--- config.mk ---
export PLATFORM = sky130hd
export DESIGN_NAME = service_flow_vlan_tagger
export DESIGN_NICKNAME = d
export VERILOG_FILES = /design/src/flow_tag_pkg.sv /design/src/tag_inserter.sv /design/src/service_flow_vlan_tagger.sv
export SDC_FILE = /design/constraint.sdc
export NUM_CORES = 1
export LEC_CHECK = 0
export ABC_AREA = 0
export BUFFER_PORTS_ARGS = -buffer_cell sky130_fd_sc_hd__buf_2
export CELL_PAD_IN_SITES_DETAIL_PLACEMENT = 1
export CELL_PAD_IN_SITES_GLOBAL_PLACEMENT = 1
export CORE_UTILIZATION = 45
export CTS_CLUSTER_DIAMETER = 120
export DETAILED_ROUTE_END_ITERATION = 10
export PLACE_DENSITY = 0.84
export SLEW_MARGIN = 15
export SYNTH_ARGS = -nofsm -noshare
export SYNTH_HDL_FRONTEND = slang
export SYNTH_SLANG_ARGS = --single-unit
--- constraint.sdc ---
create_clock -name sys_clk -period 3.1 [get_ports sys_clk]
set_clock_uncertainty 0.05 [all_clocks]
set_input_delay 0.465 -clock sys_clk [delete_from_list [all_inputs] [get_ports sys_clk]]
set_output_delay 0.465 -clock sys_clk [all_outputs]
set_load 0.02 [all_outputs]
--- src/flow_tag_pkg.sv ---
`default_nettype none
package flow_tag_pkg;
	// Register byte offsets
	localparam logic [7:0] ctrl_offset   = 8'h00;
	localparam logic [7:0] assoc_offset  = 8'h04;
	localparam logic [7:0] status_offset = 8'h08;
	localparam logic [7:0] drop_offset   = 8'h0c;
	localparam logic [7:0] common_offset = 8'h10;
	localparam logic [7:0] class_offset  = 8'h14;

	// Control register bits
	localparam int ctrl_strip_bit  = 0;
	localparam int ctrl_net_bit    = 1;
	localparam int ctrl_route_bit  = 2;
	localparam int ctrl_common_bit = 3;
	localparam int ctrl_width      = 4;
	localparam logic [3:0] ctrl_reset = 4'h0;

	// Association command word fields
	localparam int idx_lsb   = 0;
	localparam int vid_lsb   = 4;
	localparam int pcp_lsb   = 16;
	localparam int dir_bit   = 19;
	localparam int op_lsb    = 20;
	localparam int valid_bit = 31;
	localparam logic [1:0] op_add         = 2'h1;
	localparam logic [1:0] op_release     = 2'h2;
	localparam logic [1:0] op_flow_delete = 2'h3;
	localparam logic dir_down = 1'b0;
	localparam logic dir_up   = 1'b1;

	// Status bits
	localparam int status_range_bit = 0;
	localparam int status_dup_bit   = 1;

	// Common mapping for dynamic flows: vid [11:0], pcp [14:12]
	localparam int common_pcp_lsb = 12;
	localparam logic [14:0] common_reset = 15'h0000;
	localparam int class_vid_lsb = 4;

	// Tag layout
	localparam logic [15:0] service_tpid  = 16'h88a8;
	localparam logic [15:0] customer_tpid = 16'h8100;
	localparam logic [11:0] vid_min = 12'h801;
	localparam logic [11:0] vid_max = 12'h9d0;
	localparam int modem_index_width = 9;
	localparam logic [2:0] header_beats = 3'h6;
endpackage
`default_nettype wire

--- src/tag_inserter.sv ---
`timescale 1ns/10ps
`default_nettype none
module tag_inserter (
	input  wire logic        sys_clk,
	input  wire logic        reset,
	input  wire logic [15:0] in_data,
	input  wire logic        in_valid,
	input  wire logic        in_sop,
	input  wire logic        in_eop,
	output logic             in_ready,
	input  wire logic        hdr_insert,
	input  wire logic        hdr_drop,
	input  wire logic        hdr_strip,
	input  wire logic [15:0] hdr_tpid,
	input  wire logic [15:0] hdr_tci,
	output logic [15:0]      out_data,
	output logic             out_valid,
	output logic             out_sop,
	output logic             out_eop,
	input  wire logic        out_ready
);
	typedef enum {s_addr, s_type, s_strip, s_tpid, s_tci, s_body, s_drop}
		insert_state_type;

	insert_state_type state_reg;
	insert_state_type state_next;
	logic [2:0]  beat_reg;
	logic [2:0]  beat_now;
	logic        ins_reg;
	logic        strip_reg;
	logic [15:0] tpid_reg;
	logic [15:0] tci_reg;
	logic [15:0] out_data_reg;
	logic        out_valid_reg;
	logic        out_sop_reg;
	logic        out_eop_reg;
	logic        can_load;
	logic        emit;
	logic [15:0] emit_data;
	logic        emit_eop;
	logic        is_tag;
	logic        sop_take;

	assign can_load = !out_valid_reg || out_ready;
	assign beat_now = in_sop ? 3'h0 : beat_reg;
	assign is_tag = (in_data == flow_tag_pkg::service_tpid) ||
		(in_data == flow_tag_pkg::customer_tpid);
	assign sop_take = (state_reg == s_addr) && in_valid && in_ready && in_sop;

	always_comb begin
		state_next = state_reg;
		in_ready = 1'b0;
		emit = 1'b0;
		emit_data = in_data;
		emit_eop = in_eop;
		case (state_reg)
		s_addr: begin
			if (in_sop && hdr_drop) begin
				in_ready = 1'b1;
				if (in_valid)
					state_next = in_eop ? s_addr : s_drop;
			end else begin
				in_ready = can_load;
				emit = in_valid && can_load;
				if (emit && !in_eop &&
					beat_now == flow_tag_pkg::header_beats - 3'h1)
					state_next = s_type;
			end
		end
		s_type: begin
			if (in_valid) begin
				if (strip_reg && is_tag) begin
					in_ready = 1'b1;
					state_next = in_eop ? s_addr : s_strip;
				end else if (ins_reg) begin
					// Tag goes right after the source address: outermost
					state_next = s_tpid;
				end else begin
					in_ready = can_load;
					emit = can_load;
					if (emit)
						state_next = in_eop ? s_addr : s_body;
				end
			end
		end
		s_strip: begin
			in_ready = 1'b1;
			if (in_valid)
				state_next = in_eop ? s_addr : s_type;
		end
		s_tpid: begin
			emit = can_load;
			emit_data = tpid_reg;
			emit_eop = 1'b0;
			if (can_load)
				state_next = s_tci;
		end
		s_tci: begin
			emit = can_load;
			emit_data = tci_reg;
			emit_eop = 1'b0;
			if (can_load)
				state_next = s_type;
		end
		s_body: begin
			in_ready = can_load;
			emit = in_valid && can_load;
			if (emit && in_eop)
				state_next = s_addr;
		end
		s_drop: begin
			in_ready = 1'b1;
			if (in_valid && in_eop)
				state_next = s_addr;
		end
		default: state_next = s_addr;
		endcase
		in_ready &= can_load;
	end

	always_ff @(posedge sys_clk) begin
		if (reset)
			state_reg <= s_addr;
		else if (can_load)
			state_reg <= state_next;
	end

	always_ff @(posedge sys_clk) begin
		if (reset)
			beat_reg <= 3'h0;
		else if (state_reg == s_addr && in_valid && in_ready)
			beat_reg <= beat_now + 3'h1;
	end

	// Header decision is taken once per packet, with its first beat
	always_ff @(posedge sys_clk) begin
		if (reset) begin
			ins_reg <= 1'b0;
			strip_reg <= 1'b0;
			tpid_reg <= 16'h0000;
			tci_reg <= 16'h0000;
		end else if (sop_take) begin
			ins_reg <= hdr_insert;
			strip_reg <= hdr_strip;
			tpid_reg <= hdr_tpid;
			tci_reg <= hdr_tci;
		end else if (state_reg == s_tci && can_load) begin
			ins_reg <= 1'b0;
		end
	end

	always_ff @(posedge sys_clk) begin
		if (reset) begin
			out_valid_reg <= 1'b0;
			out_data_reg <= 16'h0000;
			out_sop_reg <= 1'b0;
			out_eop_reg <= 1'b0;
		end else if (emit) begin
			out_valid_reg <= 1'b1;
			out_data_reg <= emit_data;
			out_sop_reg <= (state_reg == s_addr) && in_sop;
			out_eop_reg <= emit_eop;
		end else if (out_ready) begin
			out_valid_reg <= 1'b0;
		end
	end

	assign out_data = out_data_reg;
	assign out_valid = out_valid_reg;
	assign out_sop = out_sop_reg;
	assign out_eop = out_eop_reg;
endmodule // tag_inserter
`default_nettype wire

--- src/service_flow_vlan_tagger.sv ---
// Functional notes
// - Downstream unicast packets get a service_flow_tag naming their flow.
// - Downstream service_flow_tag sits outermost, before other VLAN tags.
// - Upstream packets from a cable_modem get a service_flow_tag.
// - Upstream service_flow_tag sits outermost, ahead of other VLAN tags.
// - Service_flow_tag protocol identifier is always 0x88a8.
// - PCP is only a flow identifier; it never changes QoS handling.
// - CFI bit of the service_flow_tag is always zero.
// - Assigned VIDs lie within 0x801 to 0x9d0 inclusive.
// - Low nine VID bits are the modem_index, same for one cable_modem.
// - One VID and PCP pair maps to one flow per direction.
// - Downstream packets of one VID and PCP pair share a queue, in order.
// - Queue scheduling uses flow QoS parameters only, never PCP.
// - Upstream allocation and handling do not depend on PCP.
// - Flows of one modem and direction get distinct PCP values.
// - PCP may reflect relative priority, zero lowest, seven highest.
// - Associations are set on admit or activate; a release frees one.
// - Deleting a flow frees its VID and PCP pair automatically.
// - Upstream flows map to VLAN IDs by a global table keyed by class.
// - Upstream traffic priority is used directly as the 802.1Q priority.
// - Dynamic flows use one common VLAN and priority, or the class table.
// - Downstream network tags are removed before flow classification.
// - Without routing, flows are mapped to VLANs on the network side.
//
// The implementer's own choices: strobed register access and the register offsets.
`timescale 1ns/10ps
`default_nettype none
module service_flow_vlan_tagger #(
	parameter int IDX_W   = 4,
	parameter int CLASS_W = 4
) (
	input  wire logic               sys_clk,
	input  wire logic               reset,
	input  wire logic [7:0]         addr,
	input  wire logic [31:0]        wdata,
	input  wire logic               wr,
	input  wire logic               rd,
	output logic [31:0]             rdata,
	input  wire logic [15:0]        ds_in_data,
	input  wire logic               ds_in_valid,
	input  wire logic               ds_in_sop,
	input  wire logic               ds_in_eop,
	input  wire logic               ds_in_unicast,
	input  wire logic [IDX_W-1:0]   ds_in_flow,
	output logic                    ds_in_ready,
	output logic [15:0]             ds_out_data,
	output logic                    ds_out_valid,
	output logic                    ds_out_sop,
	output logic                    ds_out_eop,
	output logic [IDX_W-1:0]        ds_out_queue,
	output logic [8:0]              ds_out_modem_index,
	input  wire logic               ds_out_ready,
	input  wire logic [15:0]        us_in_data,
	input  wire logic               us_in_valid,
	input  wire logic               us_in_sop,
	input  wire logic               us_in_eop,
	input  wire logic [IDX_W-1:0]   us_in_flow,
	input  wire logic [CLASS_W-1:0] us_in_class,
	input  wire logic [2:0]         us_in_priority,
	input  wire logic               us_in_dynamic,
	output logic                    us_in_ready,
	output logic [15:0]             us_out_data,
	output logic                    us_out_valid,
	output logic                    us_out_sop,
	output logic                    us_out_eop,
	input  wire logic               us_out_ready
);
	localparam int FLOWS   = 1 << IDX_W;
	localparam int CLASSES = 1 << CLASS_W;

	function automatic logic vid_in_range(input logic [11:0] vid);
		vid_in_range = (vid >= flow_tag_pkg::vid_min) &&
			(vid <= flow_tag_pkg::vid_max);
	endfunction

	function automatic logic [15:0] make_tci(input logic [2:0] pcp,
		input logic [11:0] vid);
		make_tci = {pcp, 1'b0, vid};
	endfunction

	logic [3:0]          ctrl_reg;
	logic [FLOWS-1:0]    flow_valid_reg;
	logic [FLOWS-1:0]    flow_dir_reg;
	logic [11:0]         flow_vid_reg [FLOWS];
	logic [2:0]          flow_pcp_reg [FLOWS];
	logic [11:0]         class_vid_reg [CLASSES];
	logic [14:0]         common_reg;
	logic [1:0]          status_reg;
	logic [IDX_W-1:0]    sel_reg;
	logic [15:0]         ds_drop_reg;
	logic [15:0]         us_drop_reg;
	logic [31:0]         rdata_reg;
	logic [IDX_W-1:0]    ds_queue_reg;
	logic [8:0]          ds_modem_reg;

	logic                assoc_write;
	logic [IDX_W-1:0]    cmd_idx;
	logic [11:0]         cmd_vid;
	logic [2:0]          cmd_pcp;
	logic                cmd_dir;
	logic [1:0]          cmd_op;
	logic                cmd_range_bad;
	logic                cmd_dup;
	logic                cmd_accept;

	assign assoc_write = wr && addr == flow_tag_pkg::assoc_offset;
	assign cmd_idx = wdata[flow_tag_pkg::idx_lsb +: IDX_W];
	assign cmd_vid = wdata[flow_tag_pkg::vid_lsb +: 12];
	assign cmd_pcp = wdata[flow_tag_pkg::pcp_lsb +: 3];
	assign cmd_dir = wdata[flow_tag_pkg::dir_bit];
	assign cmd_op = wdata[flow_tag_pkg::op_lsb +: 2];
	assign cmd_range_bad = !vid_in_range(cmd_vid);

	// Any other live entry already owning this pair in this direction
	always_comb begin
		cmd_dup = 1'b0;
		for (int i = 0; i < FLOWS; i++) begin
			if (flow_valid_reg[i] && IDX_W'(i) != cmd_idx &&
				flow_dir_reg[i] == cmd_dir &&
				flow_vid_reg[i] == cmd_vid &&
				flow_pcp_reg[i] == cmd_pcp)
				cmd_dup = 1'b1;
		end
	end

	assign cmd_accept = assoc_write && cmd_op == flow_tag_pkg::op_add &&
		!cmd_range_bad && !cmd_dup;

	always_ff @(posedge sys_clk) begin
		if (reset)
			ctrl_reg <= flow_tag_pkg::ctrl_reset;
		else if (wr && addr == flow_tag_pkg::ctrl_offset)
			ctrl_reg <= wdata[flow_tag_pkg::ctrl_width-1:0];
	end

	// Association table, written when a flow is admitted or activated
	always_ff @(posedge sys_clk) begin
		if (reset) begin
			flow_valid_reg <= '0;
		end else if (cmd_accept) begin
			flow_valid_reg[cmd_idx] <= 1'b1;
		end else if (assoc_write && (cmd_op == flow_tag_pkg::op_release ||
			cmd_op == flow_tag_pkg::op_flow_delete)) begin
			flow_valid_reg[cmd_idx] <= 1'b0;
		end
	end

	always_ff @(posedge sys_clk) begin
		if (cmd_accept) begin
			flow_vid_reg[cmd_idx] <= cmd_vid;
			flow_pcp_reg[cmd_idx] <= cmd_pcp;
			flow_dir_reg[cmd_idx] <= cmd_dir;
		end
	end

	always_ff @(posedge sys_clk) begin
		if (reset) begin
			status_reg <= 2'h0;
			sel_reg <= '0;
		end else if (assoc_write) begin
			sel_reg <= cmd_idx;
			if (cmd_op == flow_tag_pkg::op_add) begin
				status_reg[flow_tag_pkg::status_range_bit] <= cmd_range_bad;
				status_reg[flow_tag_pkg::status_dup_bit] <= cmd_dup;
			end
		end
	end

	always_ff @(posedge sys_clk) begin
		if (reset)
			common_reg <= flow_tag_pkg::common_reset;
		else if (wr && addr == flow_tag_pkg::common_offset)
			common_reg <= wdata[14:0];
	end

	always_ff @(posedge sys_clk) begin
		if (wr && addr == flow_tag_pkg::class_offset)
			class_vid_reg[wdata[CLASS_W-1:0]] <=
				wdata[flow_tag_pkg::class_vid_lsb +: 12];
	end

	// Downstream header decision
	logic        ds_entry_ok;
	logic        ds_insert;
	logic        ds_drop;
	logic [15:0] ds_tci;
	logic        ds_take;

	assign ds_entry_ok = flow_valid_reg[ds_in_flow] &&
		flow_dir_reg[ds_in_flow] == flow_tag_pkg::dir_down;
	assign ds_insert = ds_in_unicast && ds_entry_ok;
	assign ds_drop = ds_in_unicast && !ds_entry_ok;
	assign ds_tci = make_tci(flow_pcp_reg[ds_in_flow],
		flow_vid_reg[ds_in_flow]);
	assign ds_take = ds_in_valid && ds_in_ready && ds_in_sop;

	// Queue follows the flow entry, which is one VID and PCP pair; the PCP
	// value itself never selects a queue or a priority.
	always_ff @(posedge sys_clk) begin
		if (reset) begin
			ds_queue_reg <= '0;
			ds_modem_reg <= 9'h000;
		end else if (ds_take && ds_insert) begin
			ds_queue_reg <= ds_in_flow;
			ds_modem_reg <= flow_vid_reg[ds_in_flow]
				[flow_tag_pkg::modem_index_width-1:0];
		end
	end

	tag_inserter ds_path (
		.sys_clk    (sys_clk),
		.reset      (reset),
		.in_data    (ds_in_data),
		.in_valid   (ds_in_valid),
		.in_sop     (ds_in_sop),
		.in_eop     (ds_in_eop),
		.in_ready   (ds_in_ready),
		.hdr_insert (ds_insert),
		.hdr_drop   (ds_drop),
		.hdr_strip  (ctrl_reg[flow_tag_pkg::ctrl_strip_bit]),
		.hdr_tpid   (flow_tag_pkg::service_tpid),
		.hdr_tci    (ds_tci),
		.out_data   (ds_out_data),
		.out_valid  (ds_out_valid),
		.out_sop    (ds_out_sop),
		.out_eop    (ds_out_eop),
		.out_ready  (ds_out_ready)
	);

	// Upstream header decision: service tag toward the forwarding side, or
	// the network VLAN mapping when this end faces the network.
	logic        us_net;
	logic        us_use_common;
	logic        us_entry_ok;
	logic        us_insert;
	logic        us_drop;
	logic [15:0] us_tpid;
	logic [15:0] us_tci;
	logic [11:0] us_map_vid;
	logic [2:0]  us_map_pcp;
	logic        us_take;

	assign us_net = ctrl_reg[flow_tag_pkg::ctrl_net_bit];
	assign us_use_common = us_in_dynamic &&
		ctrl_reg[flow_tag_pkg::ctrl_common_bit];
	assign us_entry_ok = flow_valid_reg[us_in_flow] &&
		flow_dir_reg[us_in_flow] == flow_tag_pkg::dir_up;
	assign us_map_vid = us_use_common ? common_reg[11:0] :
		class_vid_reg[us_in_class];
	assign us_map_pcp = us_use_common ?
		common_reg[flow_tag_pkg::common_pcp_lsb +: 3] :
		us_in_priority;

	always_comb begin
		if (us_net) begin
			// Routing ends skip the mapping; bridging ends must apply it
			us_insert = !ctrl_reg[flow_tag_pkg::ctrl_route_bit];
			us_drop = 1'b0;
			us_tpid = flow_tag_pkg::customer_tpid;
			us_tci = make_tci(us_map_pcp, us_map_vid);
		end else begin
			// PCP only rides along in the tag, it steers nothing here
			us_insert = us_entry_ok;
			us_drop = !us_entry_ok;
			us_tpid = flow_tag_pkg::service_tpid;
			us_tci = make_tci(flow_pcp_reg[us_in_flow],
				flow_vid_reg[us_in_flow]);
		end
	end

	assign us_take = us_in_valid && us_in_ready && us_in_sop;

	tag_inserter us_path (
		.sys_clk    (sys_clk),
		.reset      (reset),
		.in_data    (us_in_data),
		.in_valid   (us_in_valid),
		.in_sop     (us_in_sop),
		.in_eop     (us_in_eop),
		.in_ready   (us_in_ready),
		.hdr_insert (us_insert),
		.hdr_drop   (us_drop),
		.hdr_strip  (1'b0),
		.hdr_tpid   (us_tpid),
		.hdr_tci    (us_tci),
		.out_data   (us_out_data),
		.out_valid  (us_out_valid),
		.out_sop    (us_out_sop),
		.out_eop    (us_out_eop),
		.out_ready  (us_out_ready)
	);

	// Drop counters saturate; a drop in the clearing cycle still counts
	logic drop_clear;
	assign drop_clear = wr && addr == flow_tag_pkg::drop_offset;

	always_ff @(posedge sys_clk) begin
		if (reset)
			ds_drop_reg <= 16'h0000;
		else if (ds_take && ds_drop)
			ds_drop_reg <= drop_clear ? 16'h0001 :
				(&ds_drop_reg ? ds_drop_reg : ds_drop_reg + 16'h0001);
		else if (drop_clear)
			ds_drop_reg <= 16'h0000;
	end

	always_ff @(posedge sys_clk) begin
		if (reset)
			us_drop_reg <= 16'h0000;
		else if (us_take && us_drop)
			us_drop_reg <= drop_clear ? 16'h0001 :
				(&us_drop_reg ? us_drop_reg : us_drop_reg + 16'h0001);
		else if (drop_clear)
			us_drop_reg <= 16'h0000;
	end

	always_ff @(posedge sys_clk) begin
		if (reset || !rd) begin
			rdata_reg <= 32'h00000000;
		end else begin
			case (addr)
			flow_tag_pkg::ctrl_offset:
				rdata_reg <= {28'h0000000, ctrl_reg};
			flow_tag_pkg::assoc_offset: begin
				rdata_reg <= 32'h00000000;
				rdata_reg[flow_tag_pkg::valid_bit] <= flow_valid_reg[sel_reg];
				rdata_reg[flow_tag_pkg::dir_bit] <= flow_dir_reg[sel_reg];
				rdata_reg[flow_tag_pkg::pcp_lsb +: 3] <= flow_pcp_reg[sel_reg];
				rdata_reg[flow_tag_pkg::vid_lsb +: 12] <= flow_vid_reg[sel_reg];
				rdata_reg[flow_tag_pkg::idx_lsb +: IDX_W] <= sel_reg;
			end
			flow_tag_pkg::status_offset:
				rdata_reg <= {30'h00000000, status_reg};
			flow_tag_pkg::drop_offset:
				rdata_reg <= {us_drop_reg, ds_drop_reg};
			flow_tag_pkg::common_offset:
				rdata_reg <= {17'h00000, common_reg};
			default:
				rdata_reg <= 32'h00000000;
			endcase
		end
	end

	assign rdata = rdata_reg;
	assign ds_out_queue = ds_queue_reg;
	assign ds_out_modem_index = ds_modem_reg;
endmodule // service_flow_vlan_tagger
`default_nettype wire

==> metrics.md <==
| Metric | Value |
|---|---|
| Total number of vias | `26060` |
| FFs w/ async S/R, synth | `0` |
| Vias in the first global route | `26630` |
| Final non-filler cell total | `3812` |
| Setup WS post-layout | `0.02310 ns` |
| Element type at the critical path end | `register` |
| DRT antenna net count | `0` |
| Design Area, Final | `40040 sq um` |
| Placed inst area | `37540 sq um` |
| Worst-Margin Slew | `0.9016 ns` |
| Skew-Pair Late Insertion Delay | `0.66 ns` |
| Syn nets | `2634` |
| Core Box Area | `74570 sq um` |
| Syn Area/Cell | `13.44 sq um` |
| Crit path kind | `register to register` |
| Initial antenna violation count | `14` |
| CP arrival | `3.36 ns` |
| Post-synth top area cell | `edfxtp_1` |
| Setup crit start kind | `register` |
| Area growth syn-to-layout | `17.92%` |
| Switching Share | `0.2802` |
| Power Total | `22.19 mW` |
| Leak pwr | `13.20 nW` |
| IO Port Bufs | `175` |
| Post-synth EDFFs | `448` |
| Power density over the cells | `554.1 nW/um^2` |
| CTS Sinks | `657` |
| Largest net degree at the start of global routing | `63` |
| Sequential element share of the synthesized area | `0.5194` |
| First-pass GRT wire length | `189300 microns` |
| IR drop worst, VDD | `342.4 uV` |
| Sequential Power Share | `0.440` |
| Row Count | `100` |
| Netlist cell types | `75` |
| Die width | `276.7 microns` |
| CTS tree | `done` |
| Max cap viols | `0` |
| Synth area leaders | `edfxtp_1 40%, mux4_2 20%, dfxtp_1 12%, xnor2_1 6.5%, a21oi_1 2.0%` |
| Remaining Overflow, GRT | `0` |
| Placed Cells | `3676` |
| Filler cells | `7303` |
| Synth warn | `0` |
| I/O pins | `186` |
| Final min period | `3.077 ns` |
| H-tree depth | `3` |
| Die footprint | `76570 sq um` |
| Initial DRT Pass Iterations | `8` |
| GRT Util Overall | `0.3372` |
| Final WL | `129700 microns` |
| DRT iter0 DRCs | `3993` |
| Sw Pwr | `6.218 mW` |
| F_max | `325.0 MHz` |
| Ys flop type | `edfxtp_1` |
| Reg-to-reg slack, setup | `0.02 ns` |
| CTS Root Cell | `clkbuf_16` |
| Endpoints failing setup | `0` |
| Max Root-Sink Buffers | `3` |
| Max_slew headroom | `0.3967` |
| Post-route DRC | `0` |
| Pre-CTS setup slack | `-0.3720 ns` |
| Routed vias/inst | `6.835` |
| CTS Buf Count | `71` |
| Hold crit path type | `input pin to register` |
| Clock power share | `0.411` |
| Initial Util | `0.4554` |
| Layout cell share with drive strength beyond 1 | `0.2947` |
| Post-synthesis cell count | `2527` |
| Hpwl dp | `91550 microns` |
| Gpl congestion | `1.023` |
| Die height | `276.7 microns` |
| Combinational power share | `0.149` |
| Internal power | `15.97 mW` |
| Routed length per instance | `34.02 microns` |
| Hold Vio Cnt, Final | `0` |
| Top cell type's share of synthesized area | `0.3962` |
| Layout Nets | `2888` |
| Worst Path Max Fanout | `17` |
| Final Util | `0.5370` |
| Critical path required time | `3.38 ns` |
| Final period util | `0.9925` |
| Status | `completed` |
| RSZ-0062 raised after global routing | `false` |
| Mapped Area | `33960 sq um` |
| Max Slew Vio Count | `0` |
| CTS clk-pin slew, worst paths | `0.06 ns` |
| FF+latch count, synth | `657` |
[stage by stage]
step                hold WS, ns  TNS [ns]
finish                   0.1047         0
global route             0.1127         0
CTS                     0.08386         0
detailed placement       0.4097    -76.14
global placement         0.4018    -50.08
floorplan                0.3864    -20.79
[cell usage in the layout (no fill, tap or decap), drive strengths merged, types with 33 or more instances in the layout]
cell | Yosys | routed
nand2 | 122 | 122
o21ai | 72 | 72
nand3 | 66 | 66
mux4 | 297 | 297
or3 | 33 | 33
xnor2 | 251 | 251
a22oi | 34 | 34
nor2 | 173 | 173
nand4 | 64 | 64
buf | 75 | 372
clkbuf | 117 | 95
a21oi | 136 | 136
edfxtp | 448 | 448
mux2i | 54 | 54
dfxtp | 209 | 209
nor3 | 40 | 40
[cell usage after synthesis, drive strengths merged, types with 3 or more instances]
cell       n
edfxtp   448
mux4     297
xnor2    251
dfxtp    209
nor2     173
a21oi    136
nand2    122
clkbuf   117
buf       75
o21ai     72
nand3     66
nand4     64
mux2i     54
nor3      40
inv       35
a22oi     34
or3       33
or4       26
nand2b    25
nor2b     25
and2      22
o22ai     19
nor4      14
o2111ai   13
xor2      12
a222oi    11
o211ai    11
a211oi    10
mux2      10
nor4b     10
a31oi      9
and3       9
a41o       7
and4       7
o31ai      7
a211o      6
ha         6
nand3b     5
o221ai     4
o311a      4
o32ai      4
or2        3
[what timing repair did]
action | 4_1_cts | 5_1_grt
endpoints found under the hold margin | 1 | 0
setup buffers | 0 | 0
setup endpoints to repair | 0 | 82
hold buffers | 1 | 0
gates resized for setup | 0 | 3
[area by class of cell]
class                      instances  area, sq um  area share
inverter                          36        195.2    0.004874
sequential                       657        17640      0.4406
antenna                            6        15.01   0.0003749
clock inverter                    34        494.2     0.01234
clock buffer                      95         1968     0.04915
multi-input combinational       1642        15430      0.3853
tap                              969         1212     0.03028
timing repair buffer             373         3088     0.07711
[power by group through the flow]
stage               sequential (mW)  clock, mW  combinational, mW
CTS                            9.75       9.14               3.25
global placement               9.91          0               3.06
global route                   9.78       9.40               3.48
detailed placement             9.94          0               3.18
floorplan                      10.1          0               1.77
finish                         9.76       9.12               3.31
[path summary, 6_finish.rpt]
path | startpoint | endpoint | cells past startpoint
hold / removal | us_in_eop | us_path.out_eop | 3
setup / recovery | flow_dir_reg[10] | flow_pcp_reg[12][0] | 9
hold reg to reg | us_path.tci_reg[13] | us_path.tci_reg[13] | 2
setup reg to reg | flow_dir_reg[10] | flow_pcp_reg[12][0] | 9
[cell families (layout without fill, tap and decap cells)]
logic type | Yosys count | after routing | synth area share
flip-flops | 657 | 657 | 0.5194
other | 0 | 6 | 0
AO/OA/AOI/OAI | 362 | 362 | 0.06743
multiplexers | 361 | 361 | 0.2162
buffers and inverters | 228 | 538 | 0.02811
adder cells (fa/ha/maj) | 6 | 6 | 0.002211
XOR/XNOR | 263 | 263 | 0.06783
AND/OR/NAND/NOR | 650 | 650 | 0.09885
[worst max-delay path, cell delays in order, from the launching register on]
cell        delay, ns
edfxtp_1         0.58
xnor2_1          0.24
nand4_1          0.16
nor3_2           0.11
a22oi_1          0.23
nand4_1          0.22
buf_12           0.22
or4_1            0.61
clkinvlp_4       0.14
buf_12           0.16
[metal layers]
| metal | wire length [microns] | share of wire | GRT usage | up-vias |
|---|---|---|---|---|
| li1 | - | - | - | 10380 |
| met1 | 45580 | 0.35 | 0.4175 | 13280 |
| met2 | 60390 | 0.47 | 0.5336 | 1935 |
| met3 | 15990 | 0.12 | 0.1069 | 439 |
| met4 | 7501 | 0.058 | 0.1691 | 22 |
| met5 | 235 | 0.0018 | 0 | - |
No activity file was read; power rests on OpenSTA's default activity.
